## src/rtl/dsc_pkg.sv

```systemverilog
package dsc_pkg;

  // sleep-mode select encodings
  localparam logic [2:0] SEL_IDLE    = 3'h0;
  localparam logic [2:0] SEL_ADCNR   = 3'h1;
  localparam logic [2:0] SEL_PDOWN   = 3'h2;
  localparam logic [2:0] SEL_PSAVE   = 3'h3;
  localparam logic [2:0] SEL_STANDBY = 3'h6;

  // register byte offsets
  localparam logic [7:0] OFS_SLEEP_CTRL = 8'h00;
  localparam logic [7:0] OFS_PWR_RED    = 8'h04;
  localparam logic [7:0] OFS_MCU_CTRL   = 8'h08;
  localparam logic [7:0] OFS_CONFIG     = 8'h0C;
  localparam logic [7:0] OFS_STATUS     = 8'h10;

  // field positions
  localparam int SC_ARM_BIT   = 0;
  localparam int SC_SEL_LSB   = 1;
  localparam int MC_JTD_BIT   = 7;
  localparam int CF_XTAL_BIT  = 0;
  localparam int CF_T2ASY_BIT = 1;
  localparam int CF_LCASY_BIT = 2;
  localparam int CF_T2EN_BIT  = 3;
  localparam int CF_LCEN_BIT  = 4;
  localparam int CF_ACREF_BIT = 5;
  localparam int CF_SUT_LSB   = 8;

  // reset values
  localparam logic [3:0]  RST_SLEEP_CTRL = 4'h0;
  localparam logic [4:0]  RST_PWR_RED    = 5'h00;
  localparam logic [15:0] RST_CONFIG     = 16'h0000;

  // cycle counts
  localparam int          STANDBY_NS      = 300;   // six cycles at 50 ns
  localparam int          CLK_NS          = 50;
  localparam logic [15:0] STANDBY_CYC     = 16'(STANDBY_NS / CLK_NS);
  localparam logic [15:0] IRQ_HALT_CYC    = 16'h0004;
  localparam logic [15:0] STARTUP_DEFAULT = 16'h4000;
  localparam int          NUM_PERIPH      = 5;

  typedef enum logic [4:0] {
    ST_ACTIVE = 5'b00001,
    ST_SLEEP  = 5'b00010,
    ST_WAKE   = 5'b00100,
    ST_HALT   = 5'b01000,
    ST_RESUME = 5'b10000
  } dsc_state_e;

  // wake sources from the far side
  typedef struct packed {
    logic ext_irq_zero_level;
    logic pin_change;
    logic usi_start;
    logic lcd_irq;
    logic timer2_ovf;
    logic timer2_cmp;
    logic other_irq;
  } dsc_wake_s;

  // clock and analog enables
  typedef struct packed {
    logic cpu;
    logic io;
    logic adc;
    logic asy;
    logic main_osc;
    logic timer_osc;
    logic in_buf;
    logic vref;
    logic comp;
  } dsc_gate_s;

endpackage

```

## src/rtl/dsc_deep_sleep.sv

```systemverilog
// The AHB-Lite slave port and the placing of the registers were left to the implementer.
`timescale 1ns/10ps
// Notes on behaviour
// - select 010 plus sleep enters power-down
// - power-down stops oscillator, async wakers stay
// - power-down wakes on resets, usi, int0level, pinchange
// - power-down halts every generated clock
// - power-down wake waits fuse start-up delay
// - select 011 enters power-save, timer2/lcd run
// - timer2 wakes only if masked and global enabled
// - async oscillator stops unless lcd/timer2 use it
// - main clock stops unless lcd/timer2 use it
// - select 110 with crystal enters standby, six cycles
// - reduction bit stops peripheral clock, blocks access
// - clearing reduction bit restarts clock, state kept
// - reduction gating matters in active and idle
// - enabled converter stays on; relight forces extended
// - comparator off in deep sleep; reference kept only for bod, converter or comp_en with ac_ref
// - reference on when bod, comparator or converter
// - fuse-enabled brownout stays on in sleep
// - enabled watchdog runs in all sleep modes
// - input buffers off when io and adc stop
// - debug fuse keeps main clock in deep sleep, here only while jtag_en is set
// - jtd bit or unprogrammed fuse disables jtag
// - sleep only when sleep_arm set at instruction
// - interrupt wake halts core four extra cycles
module dsc_deep_sleep #(
  parameter logic [15:0] STARTUP_CYC = dsc_pkg::STARTUP_DEFAULT
) (
  input  wire logic              hclk,
  input  wire logic              hresetn,
  input  wire logic              hsel,
  input  wire logic [31:0]       haddr,
  input  wire logic [1:0]        htrans,
  input  wire logic              hwrite,
  input  wire logic [2:0]        hsize,
  input  wire logic [31:0]       hwdata,
  input  wire logic              hready,
  output logic      [31:0]       hrdata,
  output logic                   hreadyout,
  output logic                   hresp,
  input  wire logic              sleep_exec,
  input  wire dsc_pkg::dsc_wake_s wake_in,
  input  wire logic              reset_wake,
  input  wire logic [1:0]        timer_two_irq_mask,
  input  wire logic              global_irq_en,
  input  wire logic              onchip_debug_fuse,
  input  wire logic              jtag_enable_fuse,
  input  wire logic              brownout_level_fuses,
  input  wire logic              watchdog_en,
  input  wire logic              adc_en,
  input  wire logic              comp_en,
  input  wire logic              tap_shifting,
  input  wire logic              tdo_data,
  output dsc_pkg::dsc_gate_s     gate,
  output logic [dsc_pkg::NUM_PERIPH-1:0] periph_clk_en,
  output logic                   core_run,
  output logic                   irq_service,
  output logic                   adc_extended,
  output logic                   brownout_en,
  output logic                   watchdog_run,
  output logic                   jtag_en,
  output logic                   tdo_out,
  output logic                   tdo_oe_n
);

  // pin inputs from the far side pass two flops
  logic [6:0] wake_s1;
  logic [6:0] wake_s2;
  logic       rst_s1;
  logic       rst_s2;
  always_ff @(posedge hclk or negedge hresetn) begin
    if (!hresetn) begin
      wake_s1 <= 7'h00;
      wake_s2 <= 7'h00;
      rst_s1  <= 1'b0;
      rst_s2  <= 1'b0;
    end else begin
      wake_s1 <= wake_in;
      wake_s2 <= wake_s1;
      rst_s1  <= reset_wake;
      rst_s2  <= rst_s1;
    end
  end
  dsc_pkg::dsc_wake_s wk;
  assign wk = dsc_pkg::dsc_wake_s'(wake_s2);

  // registers
  logic [3:0]  sleep_ctrl;
  logic [4:0]  power_reduction_reg;
  logic        jtag_disable_bit;
  logic [15:0] cfg;
  dsc_pkg::dsc_state_e state;
  logic [2:0]  mode;
  logic [15:0] cnt;
  logic        adc_en_q;
  logic        by_irq;

  // ahb address phase capture
  logic       ph_wr;
  logic       ph_rd;
  logic [7:0] ph_addr;
  wire        a_take = hsel & hready & htrans[1];
  always_ff @(posedge hclk or negedge hresetn) begin
    if (!hresetn) begin
      ph_wr   <= 1'b0;
      ph_rd   <= 1'b0;
      ph_addr <= 8'h00;
    end else begin
      ph_wr   <= a_take & hwrite;
      ph_rd   <= a_take & ~hwrite;
      ph_addr <= haddr[7:0];
    end
  end

  wire sel_sc = ph_addr == dsc_pkg::OFS_SLEEP_CTRL;
  wire sel_pr = ph_addr == dsc_pkg::OFS_PWR_RED;
  wire sel_mc = ph_addr == dsc_pkg::OFS_MCU_CTRL;
  wire sel_cf = ph_addr == dsc_pkg::OFS_CONFIG;
  wire sel_st = ph_addr == dsc_pkg::OFS_STATUS;

  // register writes land in the data phase
  always_ff @(posedge hclk or negedge hresetn) begin
    if (!hresetn) begin
      sleep_ctrl          <= dsc_pkg::RST_SLEEP_CTRL;
      power_reduction_reg <= dsc_pkg::RST_PWR_RED;
      jtag_disable_bit    <= 1'b0;
      cfg                 <= dsc_pkg::RST_CONFIG;
    end else if (ph_wr) begin
      if (sel_sc) sleep_ctrl <= hwdata[3:0];
      if (sel_pr) power_reduction_reg <= hwdata[4:0];
      if (sel_mc) jtag_disable_bit <= hwdata[dsc_pkg::MC_JTD_BIT];
      if (sel_cf) cfg <= hwdata[15:0];
    end
  end

  // read mux; unmapped reads return zero
  logic [31:0] rd_mux;
  assign rd_mux = sel_sc ? {28'h000_0000, sleep_ctrl} :
                  sel_pr ? {27'h000_0000, power_reduction_reg} :
                  sel_mc ? {24'h00_0000, jtag_disable_bit, 7'h00} :
                  sel_cf ? {16'h0000, cfg} :
                  sel_st ? {24'h00_0000, mode, state} : 32'h0000_0000;
  // reads take one wait state so the data already stands when the master samples it
  always_ff @(posedge hclk or negedge hresetn) begin
    if (!hresetn) begin
      hrdata    <= 32'h0000_0000;
      hreadyout <= 1'b1;
    end else if (ph_rd) begin
      hrdata    <= rd_mux;
      hreadyout <= 1'b1;
    end else if (a_take & ~hwrite) begin
      hreadyout <= 1'b0;
    end
  end
  // writes need no wait; the response is always okay
  assign hresp = 1'b0;

  wire [2:0] sel      = sleep_ctrl[3:1];
  wire       arm      = sleep_ctrl[dsc_pkg::SC_ARM_BIT];
  wire       xtal     = cfg[dsc_pkg::CF_XTAL_BIT];
  wire       t2_asy   = cfg[dsc_pkg::CF_T2ASY_BIT];
  wire       lc_asy   = cfg[dsc_pkg::CF_LCASY_BIT];
  wire       t2_on    = cfg[dsc_pkg::CF_T2EN_BIT];
  wire       lc_on    = cfg[dsc_pkg::CF_LCEN_BIT];
  wire       ac_ref   = cfg[dsc_pkg::CF_ACREF_BIT];

  // legal entry; reserved codes and standby without crystal are ignored
  wire valid_sel = sel == dsc_pkg::SEL_IDLE | sel == dsc_pkg::SEL_ADCNR |
                   sel == dsc_pkg::SEL_PDOWN | sel == dsc_pkg::SEL_PSAVE |
                   (sel == dsc_pkg::SEL_STANDBY & xtal);
  wire enter = sleep_exec & arm & valid_sel;

  // wake qualification per mode
  wire t2_wake = (wk.timer2_ovf & timer_two_irq_mask[0] |
                  wk.timer2_cmp & timer_two_irq_mask[1]) & global_irq_en;
  wire deep_irq = wk.usi_start | wk.ext_irq_zero_level | wk.pin_change;
  wire irq_wake = (mode == dsc_pkg::SEL_PSAVE) ? deep_irq | t2_wake | wk.lcd_irq :
                  (mode == dsc_pkg::SEL_IDLE | mode == dsc_pkg::SEL_ADCNR) ?
                  deep_irq | wk.other_irq | wk.lcd_irq | t2_wake : deep_irq;
  wire wake_ev = irq_wake | rst_s2;

  // start-up delay: fuse length, standby six cycles, idle one cycle
  wire [15:0] start_len = (mode == dsc_pkg::SEL_STANDBY) ? dsc_pkg::STANDBY_CYC :
                          (mode == dsc_pkg::SEL_IDLE) ? 16'h0001 : STARTUP_CYC;

  dsc_pkg::dsc_state_e next_state;
  logic [15:0] next_cnt;
  always_comb begin
    next_state = state;
    next_cnt   = cnt;
    case (state)
      dsc_pkg::ST_ACTIVE: begin
        if (enter) next_state = dsc_pkg::ST_SLEEP;
      end
      dsc_pkg::ST_SLEEP: begin
        if (wake_ev) begin
          next_state = dsc_pkg::ST_WAKE;
          next_cnt   = start_len;
        end
      end
      dsc_pkg::ST_WAKE: begin
        next_cnt = cnt - 16'h0001;
        if (cnt == 16'h0001) begin
          next_state = by_irq ? dsc_pkg::ST_HALT : dsc_pkg::ST_RESUME;
          next_cnt   = dsc_pkg::IRQ_HALT_CYC;
        end
      end
      dsc_pkg::ST_HALT: begin
        next_cnt = cnt - 16'h0001;
        if (cnt == 16'h0001) next_state = dsc_pkg::ST_RESUME;
      end
      dsc_pkg::ST_RESUME: next_state = dsc_pkg::ST_ACTIVE;
      default: next_state = dsc_pkg::ST_ACTIVE;
    endcase
  end

  always_ff @(posedge hclk or negedge hresetn) begin
    if (!hresetn) begin
      state  <= dsc_pkg::ST_ACTIVE;
      cnt    <= 16'h0000;
      mode   <= dsc_pkg::SEL_IDLE;
      by_irq <= 1'b0;
    end else begin
      state <= next_state;
      cnt   <= next_cnt;
      if (state == dsc_pkg::ST_ACTIVE && enter) mode <= sel;
      if (state == dsc_pkg::ST_SLEEP && wake_ev) by_irq <= ~rst_s2;
    end
  end

  // clock gating per mode
  wire slp     = state == dsc_pkg::ST_SLEEP;
  wire deep    = slp & (mode == dsc_pkg::SEL_PDOWN | mode == dsc_pkg::SEL_PSAVE |
                        mode == dsc_pkg::SEL_STANDBY);
  wire psave   = slp & mode == dsc_pkg::SEL_PSAVE;
  wire adcnr   = slp & mode == dsc_pkg::SEL_ADCNR;
  wire use_asy = (t2_on & t2_asy) | (lc_on & lc_asy);
  wire use_syn = (t2_on & ~t2_asy) | (lc_on & ~lc_asy);
  wire dbg_hold = onchip_debug_fuse & jtag_en & slp &
                  (mode == dsc_pkg::SEL_PDOWN | mode == dsc_pkg::SEL_PSAVE);
  dsc_pkg::dsc_gate_s next_gate;
  always_comb begin
    next_gate.cpu       = ~slp;
    next_gate.io        = ~deep & ~adcnr;
    next_gate.adc       = ~deep;
    next_gate.asy       = ~deep | (psave & use_asy);
    next_gate.main_osc  = ~deep | (psave & use_syn) | dbg_hold |
                          (slp & mode == dsc_pkg::SEL_STANDBY);
    next_gate.timer_osc = ~deep | (psave & use_asy);
    next_gate.in_buf    = next_gate.io | next_gate.adc;
    next_gate.comp      = comp_en & ~deep;
    next_gate.vref      = brownout_level_fuses | adc_en |
                          (comp_en & (~deep | ac_ref));
  end

  // outputs registered
  wire [4:0] next_pclk = ~power_reduction_reg & {5{next_gate.io}};
  always_ff @(posedge hclk or negedge hresetn) begin
    if (!hresetn) begin
      gate          <= '1;
      periph_clk_en <= 5'h1F;
      core_run      <= 1'b1;
      irq_service   <= 1'b0;
      adc_extended  <= 1'b0;
      brownout_en   <= 1'b0;
      watchdog_run  <= 1'b0;
      jtag_en       <= 1'b0;
      tdo_out       <= 1'b0;
      tdo_oe_n      <= 1'b1;
      adc_en_q      <= 1'b0;
    end else begin
      gate          <= next_gate;
      periph_clk_en <= next_pclk;
      core_run      <= next_state == dsc_pkg::ST_ACTIVE;
      irq_service   <= state == dsc_pkg::ST_HALT && cnt == 16'h0001;
      adc_en_q      <= adc_en;
      if (adc_en & ~adc_en_q) adc_extended <= 1'b1;
      else if (~adc_en) adc_extended <= 1'b0;
      brownout_en   <= brownout_level_fuses;
      watchdog_run  <= watchdog_en;
      jtag_en       <= jtag_enable_fuse & ~jtag_disable_bit;
      tdo_out       <= tdo_data;
      tdo_oe_n      <= ~(jtag_en & tap_shifting);
    end
  end
endmodule

```

## config.mk

```make
export PLATFORM = sky130hd
export DESIGN_NAME = dsc_deep_sleep
export DESIGN_NICKNAME = d
export VERILOG_FILES = /design/src/rtl/dsc_pkg.sv /design/src/rtl/dsc_deep_sleep.sv
export SDC_FILE = /design/constraint.sdc
export NUM_CORES = 1
export LEC_CHECK = 0
export ABC_AREA = 0
export BUFFER_PORTS_ARGS = -buffer_cell sky130_fd_sc_hd__buf_2
export CAP_MARGIN = 20
export CORE_ASPECT_RATIO = 1.25
export CORE_MARGIN = 2
export CORE_UTILIZATION = 50
export DETAILED_ROUTE_END_ITERATION = 10
export PLACE_DENSITY_LB_ADDON = 0.12
export SKIP_LAST_GASP = 1
export SYNTH_ARGS = -nofsm -noshare
export SYNTH_HDL_FRONTEND = slang
export SYNTH_SLANG_ARGS = --single-unit
```

## constraint.sdc

```tcl
create_clock -name hclk -period 4 [get_ports hclk]
set_input_delay 0.6 -clock hclk [delete_from_list [all_inputs] [get_ports hclk]]
set_output_delay 0.6 -clock hclk [all_outputs]
set_load 0.005 [all_outputs]
```

==> reports/metrics.csv <==
stage,metric,value,unit
yosys,yosysSeqAreaShare,0.583,
cells_and_area,fin_util,0.626,
floorplan,pin_count,150,
hold_path,hold_path_class,primary input to async pin,
timing,skew,0.00775,ns
timing,relSlewSlack,0.386,
yosys,ys_types,61,
global_routing,grt_overflow,0,
global_routing,top_usage_layer,met2,
global_routing,grt_start_max_net_pins,60,
floorplan,die_height,116,µm
floorplan,start_util,0.517,
yosys,synth.ff_latch_count,116,
cells_and_area,reg.largest.list,"cfg x16, cnt x16, hrdata x16",
timing,timing.final.crit_share,0.667,
cts,clock_sinks,116,
yosys,ys_warn_count,0,
routing,routedWlPerCell,15.9,µm
pwr,p_leak,2.76,nW
routing,drtIter0Drc,158,
cells_and_area,final_cell_mix,"dfrtp_1 (99), buf_2 (87), inv_1 (29), nor2_1 (28), o21ai_0 (22)",
pwr,peakVddDrop,352,µV
cells_and_area,nets,616,
routing,dr_total_vias,3455,
routing,via_per_inst,5.25,
cells_and_area,fill_cells,820,
critical_path,critPathRequiredTime,4.28,ns
place,place_congestion,0.867,
timing,period_minus_slack,2.67,ns
cts,ctsHtreeMaxLevel,4,
cts,cts_hold_buf,0,
routing,firstDrtPassIters,4,
yosys,syn_avg_cell_area,11.6,µm²
floorplan,core.rowCount,40,
timing,setup_violations,0,
critical_path,cp_max_fo,16,
routing,wirelength,10.5,mm
yosys,synthCells,432,
global_routing,grt_pass1_vias,3403,
global_routing,grt_usage,0.203,
global_routing,met1_usage,0.248,
floorplan,dieArea,0.0109,mm²
yosys,synth_edf_count,0,
timing,hold_violations,0,
global_routing,antenna_found_initial,0,
cells_and_area,drive_above_1_share,0.335,
timing,setup_tns,0,ns
critical_path,endpoint_kind,flip-flop,
cells_and_area,final_common_cell,dfrtp_1,
job,cap_violations,0,
cts,clk_latency,0.40,ns
floorplan,coreArea,0.00971,mm²
cts,path_clk_slew,0.05,ns
place,place_hpwl,7.26,mm
critical_path,arrival,2.95,ns
timing,rsz0062_at_grt,no,
place,port_buffers,88,
critical_path,start_kind,flip-flop,
routing,remaining_drc_errors,0,
yosys,syn_area,0.00502,mm²
global_routing,grt_first_pass_wirelength,16.7,mm
pwr,pwr_density_cell,545,mW/mm²
cts,clock_path_buffers,2,
critical_path,crit_type,flip-flop to flip-flop,
floorplan,chipWidth,93.6,µm
global_routing,use_met3,0.0533,
timing,final-max-slew-violation-count,0,
cts,post_cts_buffers,0,
routing,ant_nets,0,
timing,fmaxAchievable,375,MHz
timing,worstMarginPinSlew,0.920,ns
yosys,synth_ff_type,dfrtp_1,
cts,cts_tree,built,
yosys,async_flop_share,1.00,
status,status,"finished, final reports clean",
cts,cts_buffers,17,
cells_and_area,syn2layout_area_growth,21.1,%
cts,ctsResizeCount,0,
cts,ctsRootBufferMaster,clkbuf_16,
global_routing,grt_use_met2,0.344,
cells_and_area,num_antenna_cells,0,
pwr,p_total,0.00331,W
[cell families (layout without fill, tap and decap cells)]
family / after synthesis / after routing / synth area share
AO/OA/AOI/OAI: 88 / 88 / 0.118
XOR/XNOR: 4 / 4 / 0.00699
adder cells (fa/ha/maj): 2 / 2 / 0.00499
buffers and inverters: 66 / 150 / 0.0701
flip-flops: 116 / 116 / 0.583
multiplexers: 32 / 32 / 0.0788
other: 1 / 17 / 0.000748
AND/OR/NAND/NOR: 123 / 123 / 0.137
[metrics by stage]
step	std cells	hold slack [ns]	area, µm²	setup slack, ns
6_report	658	0.278	6070	1.33
5_1_grt	658	0.284	6070	1.25
4_1_cts	658	0.288	6070	1.35
3_5_place_dp	627	0.336	5450	1.37
3_3_place_gp	627	0.334	5450	1.38
2_1_floorplan	448	0.304	5080	1.91
[cells in the mapped netlist (all sizes together) (10+ instances only)]
library cell	n	area, µm²
a31oi	17	121
nor3	13	76.3
dfstp	17	447
buf	30	216
dfrtp	99	2480
mux2	30	375
inv	29	109
nand3	16	80.1
nand2	18	75.1
a21oi	16	80.1
o21ai	23	115
nand2b	10	62.6
nor2	28	105
[report_power, final]
part / switching, W / internal (W)
Clock: 0.000498 / 0.00109
Sequential: 0.000131 / 0.00130
Combinational: 0.000155 / 0.000145
[critical path, stage by stage, from the launching register on]
cell and delay (ns):
dfrtp_1 0.36, or4_4 0.57, nor3_4 0.20, and3_1 0.68, nand2_4 0.34, mux2_4 0.39
[final cells by class]
| cell class | instances | area, µm² | share of cell area |
|---|---|---|---|
| Clock buffer | 22 | 474 | 0.0781 |
| Clock inverter | 9 | 151 | 0.0249 |
| Inverter | 29 | 109 | 0.0179 |
| Sequential cell | 116 | 2920 | 0.481 |
| Tap cell | 126 | 158 | 0.0260 |
| Multi-Input combinational cell | 266 | 1800 | 0.296 |
| Timing Repair Buffer | 90 | 458 | 0.0754 |
[final timing paths]
kind	from	end	slack (ns)	cells past startpoint
max reg2reg	ph_addr[1]	cfg[12]	1.33	5
min in group hclk	wake_in[5]	wake_s1[5]	0.30	1
max in group asynchronous	hresetn	gate[4]	2.78	2
max	ph_addr[1]	cfg[12]	1.33	5
min reg2reg	wake_s1[1]	wake_s2[1]	0.34	0
min	hresetn	cnt[12]	0.28	1
[routing by layer]
metal  wire (µm)  vias to the layer above
met3         454                       11
met5           0                        -
met4         155                        0
met1        4270                     1684
met2        5610                       94
li1            -                     1666
Note: power is estimated with default switching activity, not from simulation.
